==> src/pkg/ppo_pkg.sv <==
/*
 * Package for the port pin override logic: register offsets, field
 * positions, reset values and the per-pin override carrier.
 * Assumes one 8-pin port behind an AHB-Lite slave with 32-bit data.
 */
package ppo_pkg;
   // ************************************************************
   // Port shape
   // ************************************************************
   localparam int unsigned PINS = 8;

   // ************************************************************
   // Register map (byte addresses)
   // ************************************************************
   localparam logic [7:0] OFS_DIRECTION = 8'h00;
   localparam logic [7:0] OFS_LATCH = 8'h04;
   localparam logic [7:0] OFS_INPUT = 8'h08;
   localparam logic [7:0] OFS_SFIO = 8'h0c;
   localparam logic [7:0] OFS_EXTINT = 8'h10;
   localparam logic [7:0] OFS_EXTFLAG = 8'h14;
   localparam logic [7:0] OFS_SLEEP = 8'h18;

   // ************************************************************
   // Fields and reset values
   // ************************************************************
   localparam int unsigned SFIO_KILL_BIT = 2;
   localparam logic [7:0] RST_BYTE = 8'h00;
   localparam logic [7:0] SFIO_MASK = 8'hff;
   localparam logic [2:0] PULLUP_CODE = 3'b010;
   localparam logic [1:0] HTRANS_NONSEQ = 2'b10;
   localparam logic [1:0] HTRANS_SEQ = 2'b11;
   localparam logic [31:0] RDATA_ZERO = 32'h0000_0000;

   // Sleep controller states (one-hot)
   typedef enum logic [3:0] {
      SLP_RUN = 4'b0001,
      SLP_PDOWN = 4'b0010,
      SLP_PSAVE = 4'b0100,
      SLP_STBY = 4'b1000
   } ppo_sleep_t;

   // Overrides that a peripheral drives for one pin
   typedef struct packed {
      logic pullup_override_enable;
      logic pullup_override_value;
      logic direction_override_enable;
      logic direction_override_value;
      logic drive_value_override_enable;
      logic drive_value_override_value;
      logic input_enable_override_enable;
      logic input_enable_override_value;
   } ppo_ovr_t;

   // Pad controls for one pin
   typedef struct packed {
      logic drive_level;
      logic drive_oe_n;
      logic pullup_on;
      logic input_enable;
   } ppo_pad_t;
endpackage : ppo_pkg

==> src/hw/ppo_pin_cell.sv <==
/*
 * One pin cell: pull-up, driver, drive level and input clamp mux.
 * Assumes overrides come straight from the owning peripheral and the
 * pad value is synchronous to clk.
 */
`timescale 1ns/1ps
module ppo_pin_cell (
   input wire logic pin_direction_bit,
   input wire logic pin_output_latch_bit,
   input wire logic global_pullup_kill,
   input wire logic sleep_clamp,
   input wire logic ext_int_enable,
   input wire logic in_reset,
   input wire ppo_pkg::ppo_ovr_t ovr,
   input wire logic pad_in,
   output ppo_pkg::ppo_pad_t pad,
   output logic schmitt_out
);
   // ************************************************************
   // Pad control muxes
   // ************************************************************
   logic pu_normal;
   logic drv_en;
   logic in_en;

   // Pull-up only for input, latch one, kill clear
   assign pu_normal = ({pin_direction_bit, pin_output_latch_bit,
                        global_pullup_kill} ==
                       ppo_pkg::PULLUP_CODE);
   // Driver enable, overridden per pin
   assign drv_en = ovr.direction_override_enable ?
                   ovr.direction_override_value :
                   pin_direction_bit;
   // Input enable: sleep clamps unless ext interrupt armed
   assign in_en = ovr.input_enable_override_enable ?
                  ovr.input_enable_override_value :
                  (!sleep_clamp || ext_int_enable);

   always_comb begin
      pad.pullup_on = ovr.pullup_override_enable ?
                      ovr.pullup_override_value : pu_normal;
      pad.drive_oe_n = !drv_en;
      pad.drive_level = ovr.drive_value_override_enable ?
                        ovr.drive_value_override_value :
                        pin_output_latch_bit;
      pad.input_enable = in_en;
      // Reset wins over the pull-up and driver enable, overrides included: tri-state, no pull-up
      if (in_reset) begin
         pad.pullup_on = 1'b0;
         pad.drive_oe_n = 1'b1;
      end
   end

   // Clamp to ground ahead of the Schmitt trigger
   assign schmitt_out = pad_in & in_en;
endmodule : ppo_pin_cell

==> src/hw/ppo_port.sv <==
/*
 * Eight-pin general purpose port with peripheral overrides, sleep
 * clamping, global pull-up kill and an AHB-Lite register slave.
 * Assumes a single AHB-Lite master and pad inputs synchronous to clk.
 */
`timescale 1ns/1ps
module ppo_port (
   input wire logic clk,
   input wire logic rstn,
   // AHB-Lite slave
   input wire logic hsel,
   input wire logic [7:0] haddr,
   input wire logic [1:0] htrans,
   input wire logic hwrite,
   input wire logic [2:0] hsize,
   input wire logic [31:0] hwdata,
   input wire logic hready,
   output logic hreadyout,
   output logic hresp,
   output logic [31:0] hrdata,
   // Sleep controller
   input wire ppo_pkg::ppo_sleep_t sleep_state,
   // Peripheral side
   input wire ppo_pkg::ppo_ovr_t [7:0] ovr,
   output logic [7:0] alt_function_pin_sample,
   // Pads
   input wire logic [7:0] pad_in,
   output logic [7:0] pad_out,
   output logic [7:0] pad_oe_n,
   output logic [7:0] pad_pullup,
   output logic [7:0] pad_input_enable,
   // Analog tap, pad-level signal split into its three parts
   input wire logic [7:0] analog_pad_tap_in,
   output logic [7:0] analog_pad_tap_out,
   output logic [7:0] analog_pad_tap_oe_n,
   input wire logic [7:0] analog_drive_oe_n,
   input wire logic [7:0] analog_drive_val
);
   // ************************************************************
   // Register state
   // ************************************************************
   logic [7:0] dir_q;
   logic [7:0] latch_q;
   logic [7:0] sfio_q;
   logic [7:0] extint_en_q;
   logic [7:0] edge_mode_q;
   logic [7:0] flag_q;
   logic [7:0] flag_d;
   logic [7:0] sync1_q;
   logic [7:0] sync2_q;
   logic [7:0] schmitt;
   logic global_pullup_kill;
   logic sleep_clamp;
   logic was_clamped_q;
   logic in_reset;

   // ************************************************************
   // Bus slave
   // ************************************************************
   logic wr_pend_q;
   logic rd_pend_q;
   logic [7:0] addr_q;
   logic addr_ok;
   logic req;

   // Exact 8-bit address compare used by both read and write paths
   function automatic logic hit(input logic [7:0] a, input logic [7:0] o);
      hit = (a == o);
   endfunction : hit

   assign req = hsel && hready &&
                (htrans == ppo_pkg::HTRANS_NONSEQ ||
                 htrans == ppo_pkg::HTRANS_SEQ);
   assign addr_ok = 1'b1;
   assign hreadyout = 1'b1;
   assign hresp = 1'b0;
   assign in_reset = !rstn;

   // Latch the address phase
   always_ff @(posedge clk) begin
      if (!rstn) begin
         wr_pend_q <= 1'b0;
         rd_pend_q <= 1'b0;
         addr_q <= ppo_pkg::RST_BYTE;
      end else begin
         wr_pend_q <= req && hwrite && addr_ok;
         rd_pend_q <= req && !hwrite;
         if (req) begin
            addr_q <= haddr;
         end
      end
   end

   // Write strobes shared by all pins of the port
   always_ff @(posedge clk) begin
      if (!rstn) begin
         dir_q <= ppo_pkg::RST_BYTE;
         latch_q <= ppo_pkg::RST_BYTE;
         sfio_q <= ppo_pkg::RST_BYTE;
         extint_en_q <= ppo_pkg::RST_BYTE;
         edge_mode_q <= ppo_pkg::RST_BYTE;
      end else if (wr_pend_q) begin
         if (hit(addr_q, ppo_pkg::OFS_DIRECTION)) begin
            dir_q <= hwdata[7:0];
         end
         if (hit(addr_q, ppo_pkg::OFS_LATCH)) begin
            latch_q <= hwdata[7:0];
         end
         if (hit(addr_q, ppo_pkg::OFS_SFIO)) begin
            sfio_q <= hwdata[7:0] & ppo_pkg::SFIO_MASK;
         end
         if (hit(addr_q, ppo_pkg::OFS_EXTINT)) begin
            extint_en_q <= hwdata[7:0];
            edge_mode_q <= hwdata[15:8];
         end
      end
   end

   // Read mux, registered; unmapped offsets read zero
   always_ff @(posedge clk) begin
      if (!rstn) begin
         hrdata <= ppo_pkg::RDATA_ZERO;
      end else if (req && !hwrite) begin
         unique case (1'b1)
            hit(haddr, ppo_pkg::OFS_DIRECTION): hrdata <= {24'h0, dir_q};
            hit(haddr, ppo_pkg::OFS_LATCH): hrdata <= {24'h0, latch_q};
            hit(haddr, ppo_pkg::OFS_INPUT): hrdata <= {24'h0, sync2_q};
            hit(haddr, ppo_pkg::OFS_SFIO): hrdata <= {24'h0, sfio_q};
            hit(haddr, ppo_pkg::OFS_EXTINT):
               hrdata <= {16'h0, edge_mode_q, extint_en_q};
            hit(haddr, ppo_pkg::OFS_EXTFLAG): hrdata <= {24'h0, flag_q};
            hit(haddr, ppo_pkg::OFS_SLEEP):
               hrdata <= {28'h0, sleep_state};
            default: hrdata <= ppo_pkg::RDATA_ZERO;
         endcase
      end
   end

   // ************************************************************
   // Shared controls
   // ************************************************************
   assign global_pullup_kill = sfio_q[ppo_pkg::SFIO_KILL_BIT];
   // Power-down, power-save and standby clamp; run does not
   assign sleep_clamp = (sleep_state != ppo_pkg::SLP_RUN);

   // ************************************************************
   // Pin cells
   // ************************************************************
   genvar g;
   generate
      for (g = 0; g < ppo_pkg::PINS; g++) begin : gen_pin
         ppo_pkg::ppo_pad_t pad;
         ppo_pin_cell u_cell (
            .pin_direction_bit(dir_q[g]),
            .pin_output_latch_bit(latch_q[g]),
            .global_pullup_kill(global_pullup_kill),
            .sleep_clamp(sleep_clamp),
            .ext_int_enable(extint_en_q[g]),
            .in_reset(in_reset),
            .ovr(ovr[g]),
            .pad_in(pad_in[g]),
            .pad(pad),
            .schmitt_out(schmitt[g])
         );
         assign pad_out[g] = pad.drive_level;
         assign pad_oe_n[g] = pad.drive_oe_n;
         assign pad_pullup[g] = pad.pullup_on;
         assign pad_input_enable[g] = pad.input_enable;
      end
   endgenerate

   // Unsynchronised tap; the peripheral synchronises it itself
   assign alt_function_pin_sample = schmitt;
   // Analog tap passes drive value and enable straight out; analog_pad_tap_in is unused
   assign analog_pad_tap_out = analog_drive_val;
   assign analog_pad_tap_oe_n = analog_drive_oe_n;

   // ************************************************************
   // Input synchroniser
   // ************************************************************
   // Two stages: a value software just drove is seen two cycles late
   always_ff @(posedge clk) begin
      if (!rstn) begin
         sync1_q <= ppo_pkg::RST_BYTE;
         sync2_q <= ppo_pkg::RST_BYTE;
      end else begin
         sync1_q <= schmitt;
         sync2_q <= sync1_q;
      end
   end

   // ************************************************************
   // Wake flags
   // ************************************************************
   // Clamp releasing a high disabled edge pin is a real edge
   always_comb begin
      flag_d = flag_q;
      if (wr_pend_q && hit(addr_q, ppo_pkg::OFS_EXTFLAG)) begin
         flag_d = flag_q & ~hwdata[7:0];
      end
      if (was_clamped_q && !sleep_clamp) begin
         // Set after clear so an event in the clear cycle survives
         flag_d = flag_d | (edge_mode_q & ~extint_en_q & sync2_q
                  | edge_mode_q & ~extint_en_q & pad_in);
      end
   end

   always_ff @(posedge clk) begin
      if (!rstn) begin
         flag_q <= ppo_pkg::RST_BYTE;
         was_clamped_q <= 1'b0;
      end else begin
         flag_q <= flag_d;
         was_clamped_q <= sleep_clamp;
      end
   end
endmodule : ppo_port

==> config.mk <==
export PLATFORM = sky130hd
export DESIGN_NAME = ppo_port
export DESIGN_NICKNAME = d
export VERILOG_FILES = /design/src/pkg/ppo_pkg.sv /design/src/hw/ppo_pin_cell.sv /design/src/hw/ppo_port.sv
export SDC_FILE = /design/constraint.sdc
export NUM_CORES = 1
export LEC_CHECK = 0
export ABC_AREA = 0
export BUFFER_PORTS_ARGS = -buffer_cell sky130_fd_sc_hd__buf_2
export CAP_MARGIN = 10
export CORE_MARGIN = 2
export CORE_UTILIZATION = 46
export DETAILED_ROUTE_END_ITERATION = 10
export HOLD_SLACK_MARGIN = 0.15
export PLACE_DENSITY = 0.81
export SLEW_MARGIN = 10
export SYNTH_ARGS = -nofsm -noshare
export SYNTH_HDL_FRONTEND = slang
export SYNTH_SLANG_ARGS = --single-unit
==> constraint.sdc <==
create_clock -name clk -period 2.05 [get_ports clk]
set_input_delay 0.1025 -clock clk [delete_from_list [all_inputs] [get_ports clk]]
set_output_delay 0.1025 -clock clk [all_outputs]
set_load 0.01 [all_outputs]
### Yosys cells after proc, flatten, opt, wreduce, memory -nomap -nowiden

Index checks and enable logic that the tools add are counted.

* equal/unequal tests: 21
* multiplexer cells: 43
* bitwise operators: 16
* reduce and logical (&&, ||, !) cells: 31

Operators with widths (number)
* one-hot mux 16 bit (7 select lines): 1
* == test 8 x 5 -> 1 bit (second input constant): 5
* AND 8 bit: 4
* 2-to-1 mux 1 bit: 32
* == test 3 x 2 -> 1 bit (second input constant): 8
* == test 8 x 4 -> 1 bit (second input constant): 3
* == test 8 x 3 -> 1 bit (second input constant): 2
* logical NOT 8 bit: 2
* 2-to-1 mux 2 bit: 8
* 2-to-1 mux 8 bit: 2
* inverter 8 bit: 2
* OR 8 bit: 2
* logical NOT 1 bit: 10
* logical OR 1 bit: 9
* AND 1 bit: 8
* AND reduction 2 bit: 4
* logical AND 1 bit: 6
* == test 2 bit (second input constant): 2
* != test 4 x 1 -> 1 bit (second input constant): 1

* register bits: 106
* input port bits: 150
* output and inout port bits: 90
* logic and storage cells: 123

### Logic depth before layout (Yosys ltp)

* depth after elaboration: 6
* mapped depth: 6
* mapped depth without buffers: 4

### Cells and area by module

From an unflattened synthesis, not the netlist that was laid out.

* cells, all modules: 538
* area, all modules: 4595.7 um2

By module, submodules not included
* ppo_port: instances 1, cells each 442, area an instance 3945.0 um2, sequential area each 1801.7 um2
* ppo_pin_cell: instances 8, cells each 12, area an instance 81.3 um2, sequential area each 0.0 um2

### Worst setup path before layout

OpenSTA, ideal clock, no wires.

* path type: register to register
* from: register addr_q[7]
* to: register extint_en_q[0]
* library setup time: 72 ps
* data arrival time: 1423 ps
* data required time: 1978 ps
* setup slack: 556 ps
* cell stages (with the launch flop): 7
* path buffers: 2
* period minus slack after synthesis: 1494 ps
* cells stage by stage: dfxtp_1 -> nor4_4 -> nand3b_2 -> nor3b_2 -> buf_6 -> buf_12 -> mux2i_1

* longest elaborated chain between the ends: 2

RTL lines
* start: declaration: RTL line ppo_port.sv:62 `logic [7:0] addr_q;`
* start signal: assignment: RTL line ppo_port.sv:84 `addr_q <= ppo_pkg::RST_BYTE;`
* start signal: assignment: RTL line ppo_port.sv:89 `addr_q <= haddr;`
* == test 8 x 5 -> 1 bit: RTL line ppo_port.sv:68 `hit = (a == o);`
* AND reduction 2 bit (no line)
* end signal: assignment: RTL line ppo_port.sv:100 `extint_en_q <= ppo_pkg::RST_BYTE;`
* end signal: assignment: RTL line ppo_port.sv:113 `extint_en_q <= hwdata[7:0];`
* end: declaration: RTL line ppo_port.sv:45 `logic [7:0] extint_en_q;`

No other way between the ends.
A chain may end at the register's enable or synchronous reset.

### Worst setup path after layout

* from: input hwrite
* to: register hrdata[7]

* longest elaborated chain between the ends: 2

RTL lines
* start: declaration: RTL line ppo_port.sv:14 `input wire logic hwrite,`
* logical NOT 1 bit: RTL line ppo_port.sv:123 `end else if (req && !hwrite) begin`
* logical AND 1 bit: RTL line ppo_port.sv:123
* end signal: assignment: RTL line ppo_port.sv:122 `hrdata <= ppo_pkg::RDATA_ZERO;`
* end signal: assignment: RTL line ppo_port.sv:125 `hit(haddr, ppo_pkg::OFS_DIRECTION): hrdata <= {24'h0, dir_q};`
* end signal: assignment: RTL line ppo_port.sv:126 `hit(haddr, ppo_pkg::OFS_LATCH): hrdata <= {24'h0, latch_q};`
* end: declaration: RTL line ppo_port.sv:20 `output logic [31:0] hrdata,`

No other way between the ends.

==> impl_table.tex <==
\begin{tabular}{lr}
\hline
Metric & Value \\
\hline
\multicolumn{2}{l}{\textbf{GRT}} \\
Vias in the first global route & 4,328 \\
Antenna violations before repair & 0 \\
Wire length of the first global-routing pass & 20.5 mm \\
Global-route total usage across every layer & 23.0\% \\
Largest net degree at the start of global routing & 56 \\
Overflow left after global routing & 0 \\
\multicolumn{2}{l}{\textbf{Routing}} \\
Wire length per cell after detailed routing & 15.4 um \\
Detailed-routing iteration count for the pre-antenna-repair pass & 4 \\
Vias per std cell & 5.24 \\
Wirelength, routed & 12.8 mm \\
Routed vias & 4,358 \\
Residual DRC & 0 \\
Violation count after the first detailed-route iteration & 227 \\
Number of nets with antenna violations after detailed routing & 0 \\
\multicolumn{2}{l}{\textbf{STA}} \\
RSZ-0062 raised after global routing & false \\
Aggregate negative setup slack & 0 ns \\
Max Transition Viols Final & 0 \\
FMAX & 554 MHz \\
Minimum clock period & 1.80 ns \\
Transition at the pin with the smallest max-transition slack & 0.569 ns \\
Relative max-transition margin & 62.1\% \\
Final-report hold violation count & 0 \\
Worst-case clock skew & 0.0116 ns \\
Total of endpoints with negative setup slack in the final report & 0 \\
Part of the cycle the worst path needs & 88.0\% \\
\multicolumn{2}{l}{\textbf{Yosys}} \\
Post-synth top flop & sky130\_fd\_sc\_hd\_\_dfxtp\_1 \\
EDFF count, synth & 0 \\
Synth area leader & sky130\_fd\_sc\_hd\_\_dfxtp\_1 \\
Synth unique cells & 46 \\
Post-synth design cell area & 4750 um\^{}2 \\
Total number of yosys warnings & 0 \\
Number of synthesized register bits & 90 \\
Instance count of the mapped netlist & 537 \\
Synth top area cells & sky130\_fd\_sc\_hd\_\_dfxtp\_1, sky130\_fd\_sc\_hd\_\_mux2i\_1, sky130\_fd\_sc\_hd\_\_buf\_4 \\
Synthesized area divided by synthesized cell count & 8.84 um\^{}2 \\
Area share of the largest cell type after synthesis & 38.0\% \\
Post-synth ARST share & 0\% \\
Proportion of synthesized chip area in sequential cells & 38.0\% \\
\multicolumn{2}{l}{\textbf{Power}} \\
Leakage power summed over all cells & 0.00259 uW \\
Power Total & 3480 uW \\
Largest vdd supply drop & 0.286 mV \\
PwrDens & 589 nW/um\^{}2 \\
\multicolumn{2}{l}{\textbf{Setup path}} \\
Worst setup path category & in -> reg \\
CP max stage delay & 0.55 ns \\
Largest driver fanout on the critical path & 21 \\
Ordered list of cells on the worst path & dlygate4sd3\_1 > buf\_2 > nand4b\_1 > buf\_4 > nor4\_4 > o21ai\_0 > a21oi\_1 \\
Element type at the critical path start & input port \\
Element type at the critical path end & flip-flop \\
Required arrival time at the worst endpoint & 2.35 ns \\
Crit path arrival time & 2.10 ns \\
Number of buffer and inverter stages on the critical path & 3 \\
CP max-delay cell & sky130\_fd\_sc\_hd\_\_dlygate4sd3\_1 \\
Cell family with most CP delay & buffers and inverters \\
\multicolumn{2}{l}{\textbf{Floorplanning}} \\
Std-Cell Core Area & 10,200 um\^{}2 \\
Height of the chip & 106 um \\
Number of placement rows & 37 \\
Top-Level Pins & 240 \\
X dimension of the die & 106 um \\
DIE AREA & 11,100 um\^{}2 \\
Initial core utilization & 46.6\% \\
\multicolumn{2}{l}{\textbf{Cells and area}} \\
Antenna Diode Count & 0 \\
Signed area change from the synthesized netlist to the final layout & 24.7\% \\
Register Area & 1800 um\^{}2 \\
Number of nets in the finished design & 840 \\
Final design utilization & 58.1\% \\
Filler cell count in the final layout & 908 \\
Fraction of layout cells with a size suffix above 1 & 31.4\% \\
Multi-input gate area in the final layout & 2470 um\^{}2 \\
\multicolumn{2}{l}{\textbf{Hold path}} \\
Worst hold path type & in -> reg \\
\multicolumn{2}{l}{\textbf{Clocking}} \\
Clock Root Buffer & sky130\_fd\_sc\_hd\_\_clkbuf\_8 \\
TritonCTS clock tree & done \\
CTS H-tree depth & 3 \\
Clk slew on worst S/H paths & 0.09 ns \\
Number of CTS-inserted buffers & 9 \\
Insertion delay of the later-clocked pin in the worst-skew pair & 0.37 ns \\
Clk buf depth & 2 \\
Clk sink count & 90 \\
\multicolumn{2}{l}{\textbf{Run}} \\
Max-cap violations & 0 \\
\multicolumn{2}{l}{\textbf{Placed design}} \\
Last weighted congestion value of the routability-driven placer & 0.893 \\
Input/output buffers & 161 \\
Post-DP HPWL & 9.37 mm \\
\multicolumn{2}{l}{\textbf{Run status}} \\
Outcome & finished, final reports clean \\
\hline
\end{tabular}
==> per-stage QoR <==
step	setup WS [ns]	std cells	hold WS (ns)	instance area [um^2]
floorplan	0.556	553	0.238	4810
global placement	0.385	779	0.205	5350
detailed placement	0.283	779	0.205	5350
CTS	0.276	831	0.164	5920
global route	0.140	831	0.183	5920
finish	0.246	831	0.168	5920
==> cell type report <==
| class | instances | area share (%) |
|---|---|---|
| inverter | 3 | 0.190 |
| clock inverter | 4 | 0.846 |
| tap | 136 | 2.88 |
| sequential | 90 | 30.4 |
| multi-input combinational | 380 | 41.8 |
| timing repair buffer | 206 | 21.3 |
| clock buffer | 12 | 2.62 |
==> what timing repair did <==
action	in CTS	in global routing
resized for setup	0	0
buffers inserted	0	0
hold endpoints to repair	60	0
hold buffers	36	0
==> worst register-to-register path, cell delays in order, from the launching register on <==
cell and delay, ns:
sky130_fd_sc_hd__dfxtp_1 0.34, sky130_fd_sc_hd__nor4_4 0.40, sky130_fd_sc_hd__nand3b_2 0.17, sky130_fd_sc_hd__and2b_1 0.55, sky130_fd_sc_hd__mux2i_1 0.24
==> flip-flops by register name (all words and copies together), names as in the netlist <==
name and count:
hrdata 16, addr_q 8, dir_q 8, edge_mode_q 8
extint_en_q 8, flag_q 8, latch_q 8, sfio_q 8
sync1_q 8, sync2_q 8, was_clamped_q 1, wr_pend_q 1
==> cells in the final DEF (no fill, tap or decap), types with 3 or more instances in the layout <==
cell type	Yosys	layout
sky130_fd_sc_hd__and3_1	11	11
sky130_fd_sc_hd__inv_1	3	3
sky130_fd_sc_hd__a221oi_1	3	3
sky130_fd_sc_hd__mux2i_1	44	44
sky130_fd_sc_hd__dfxtp_1	90	90
sky130_fd_sc_hd__nor3b_1	3	3
sky130_fd_sc_hd__dlygate4sd3_1	0	36
sky130_fd_sc_hd__nor2_1	46	46
sky130_fd_sc_hd__a21boi_0	8	8
sky130_fd_sc_hd__a21oi_1	26	26
sky130_fd_sc_hd__nand2_1	83	83
sky130_fd_sc_hd__clkbuf_8	0	11
sky130_fd_sc_hd__nor4b_2	5	5
sky130_fd_sc_hd__mux2_2	15	15
sky130_fd_sc_hd__o22a_1	3	3
sky130_fd_sc_hd__o21ai_0	23	23
sky130_fd_sc_hd__nor4_4	3	3
sky130_fd_sc_hd__o21a_1	8	8
sky130_fd_sc_hd__nor2b_1	4	4
sky130_fd_sc_hd__nor4b_1	12	12
sky130_fd_sc_hd__a211oi_1	7	7
sky130_fd_sc_hd__buf_4	52	7
sky130_fd_sc_hd__a22oi_1	8	8
sky130_fd_sc_hd__nand3_1	11	11
sky130_fd_sc_hd__and2_1	17	17
sky130_fd_sc_hd__buf_2	7	161
sky130_fd_sc_hd__mux4_2	3	3
sky130_fd_sc_hd__conb_1	2	18
==> worst paths after layout <==
check	start	end	cells past startpoint	slack, ns
setup / recovery	hwrite	hrdata[7]	7	0.25
hold / removal	ovr[8]	sync1_q[1]	4	0.17
setup reg to reg	addr_q[7]	latch_q[3]	4	0.27
hold reg to reg	sync1_q[5]	sync2_q[5]	1	0.44
==> layer usage <==
| metal | track usage, % | vias to the layer above | wire length, um | part of all wire [%] |
|---|---|---|---|---|
| li1 | - | 2100 | - | - |
| met1 | 27.2 | 2052 | 5010 | 39 |
| met2 | 40.6 | 185 | 6590 | 51 |
| met3 | 5.63 | 21 | 981 | 7.7 |
| met4 | 7.52 | 0 | 237 | 1.8 |
| met5 | 0 | - | 0 | 0 |
==> kinds of logic (layout without fill, tap and decap cells) <==
kind of cell / after synthesis / count (layout) / synth area share (%)
compound gates: 90 / 90 / 11.8
flops: 90 / 90 / 38.0
simple gates: 210 / 210 / 24.4
other cells: 2 / 18 / 0.158
mux: 62 / 62 / 14.3
buf+inv: 83 / 225 / 11.4
==> Yosys cell counts, types with 11 or more instances <==
| cell | n |
|---|---|
| sky130_fd_sc_hd__dfxtp_1 | 90 |
| sky130_fd_sc_hd__nand2_1 | 83 |
| sky130_fd_sc_hd__buf_4 | 52 |
| sky130_fd_sc_hd__nor2_1 | 46 |
| sky130_fd_sc_hd__mux2i_1 | 44 |
| sky130_fd_sc_hd__a21oi_1 | 26 |
| sky130_fd_sc_hd__o21ai_0 | 23 |
| sky130_fd_sc_hd__clkbuf_1 | 18 |
| sky130_fd_sc_hd__and2_1 | 17 |
| sky130_fd_sc_hd__mux2_2 | 15 |
| sky130_fd_sc_hd__nor4b_1 | 12 |
| sky130_fd_sc_hd__and3_1 | 11 |
| sky130_fd_sc_hd__nand3_1 | 11 |
==> power breakdown <==
part | switching [uW] | internal, uW | leakage [uW] | total [uW]
Sequential | 12.1 | 1760 | 0.000727 | 1780
Clock | 614 | 628 | 0.0000986 | 1240
Combinational | 243 | 222 | 0.00176 | 465
Total | 869 | 2610 | 0.00259 | 3480
Power figures use the tool's default switching activity.
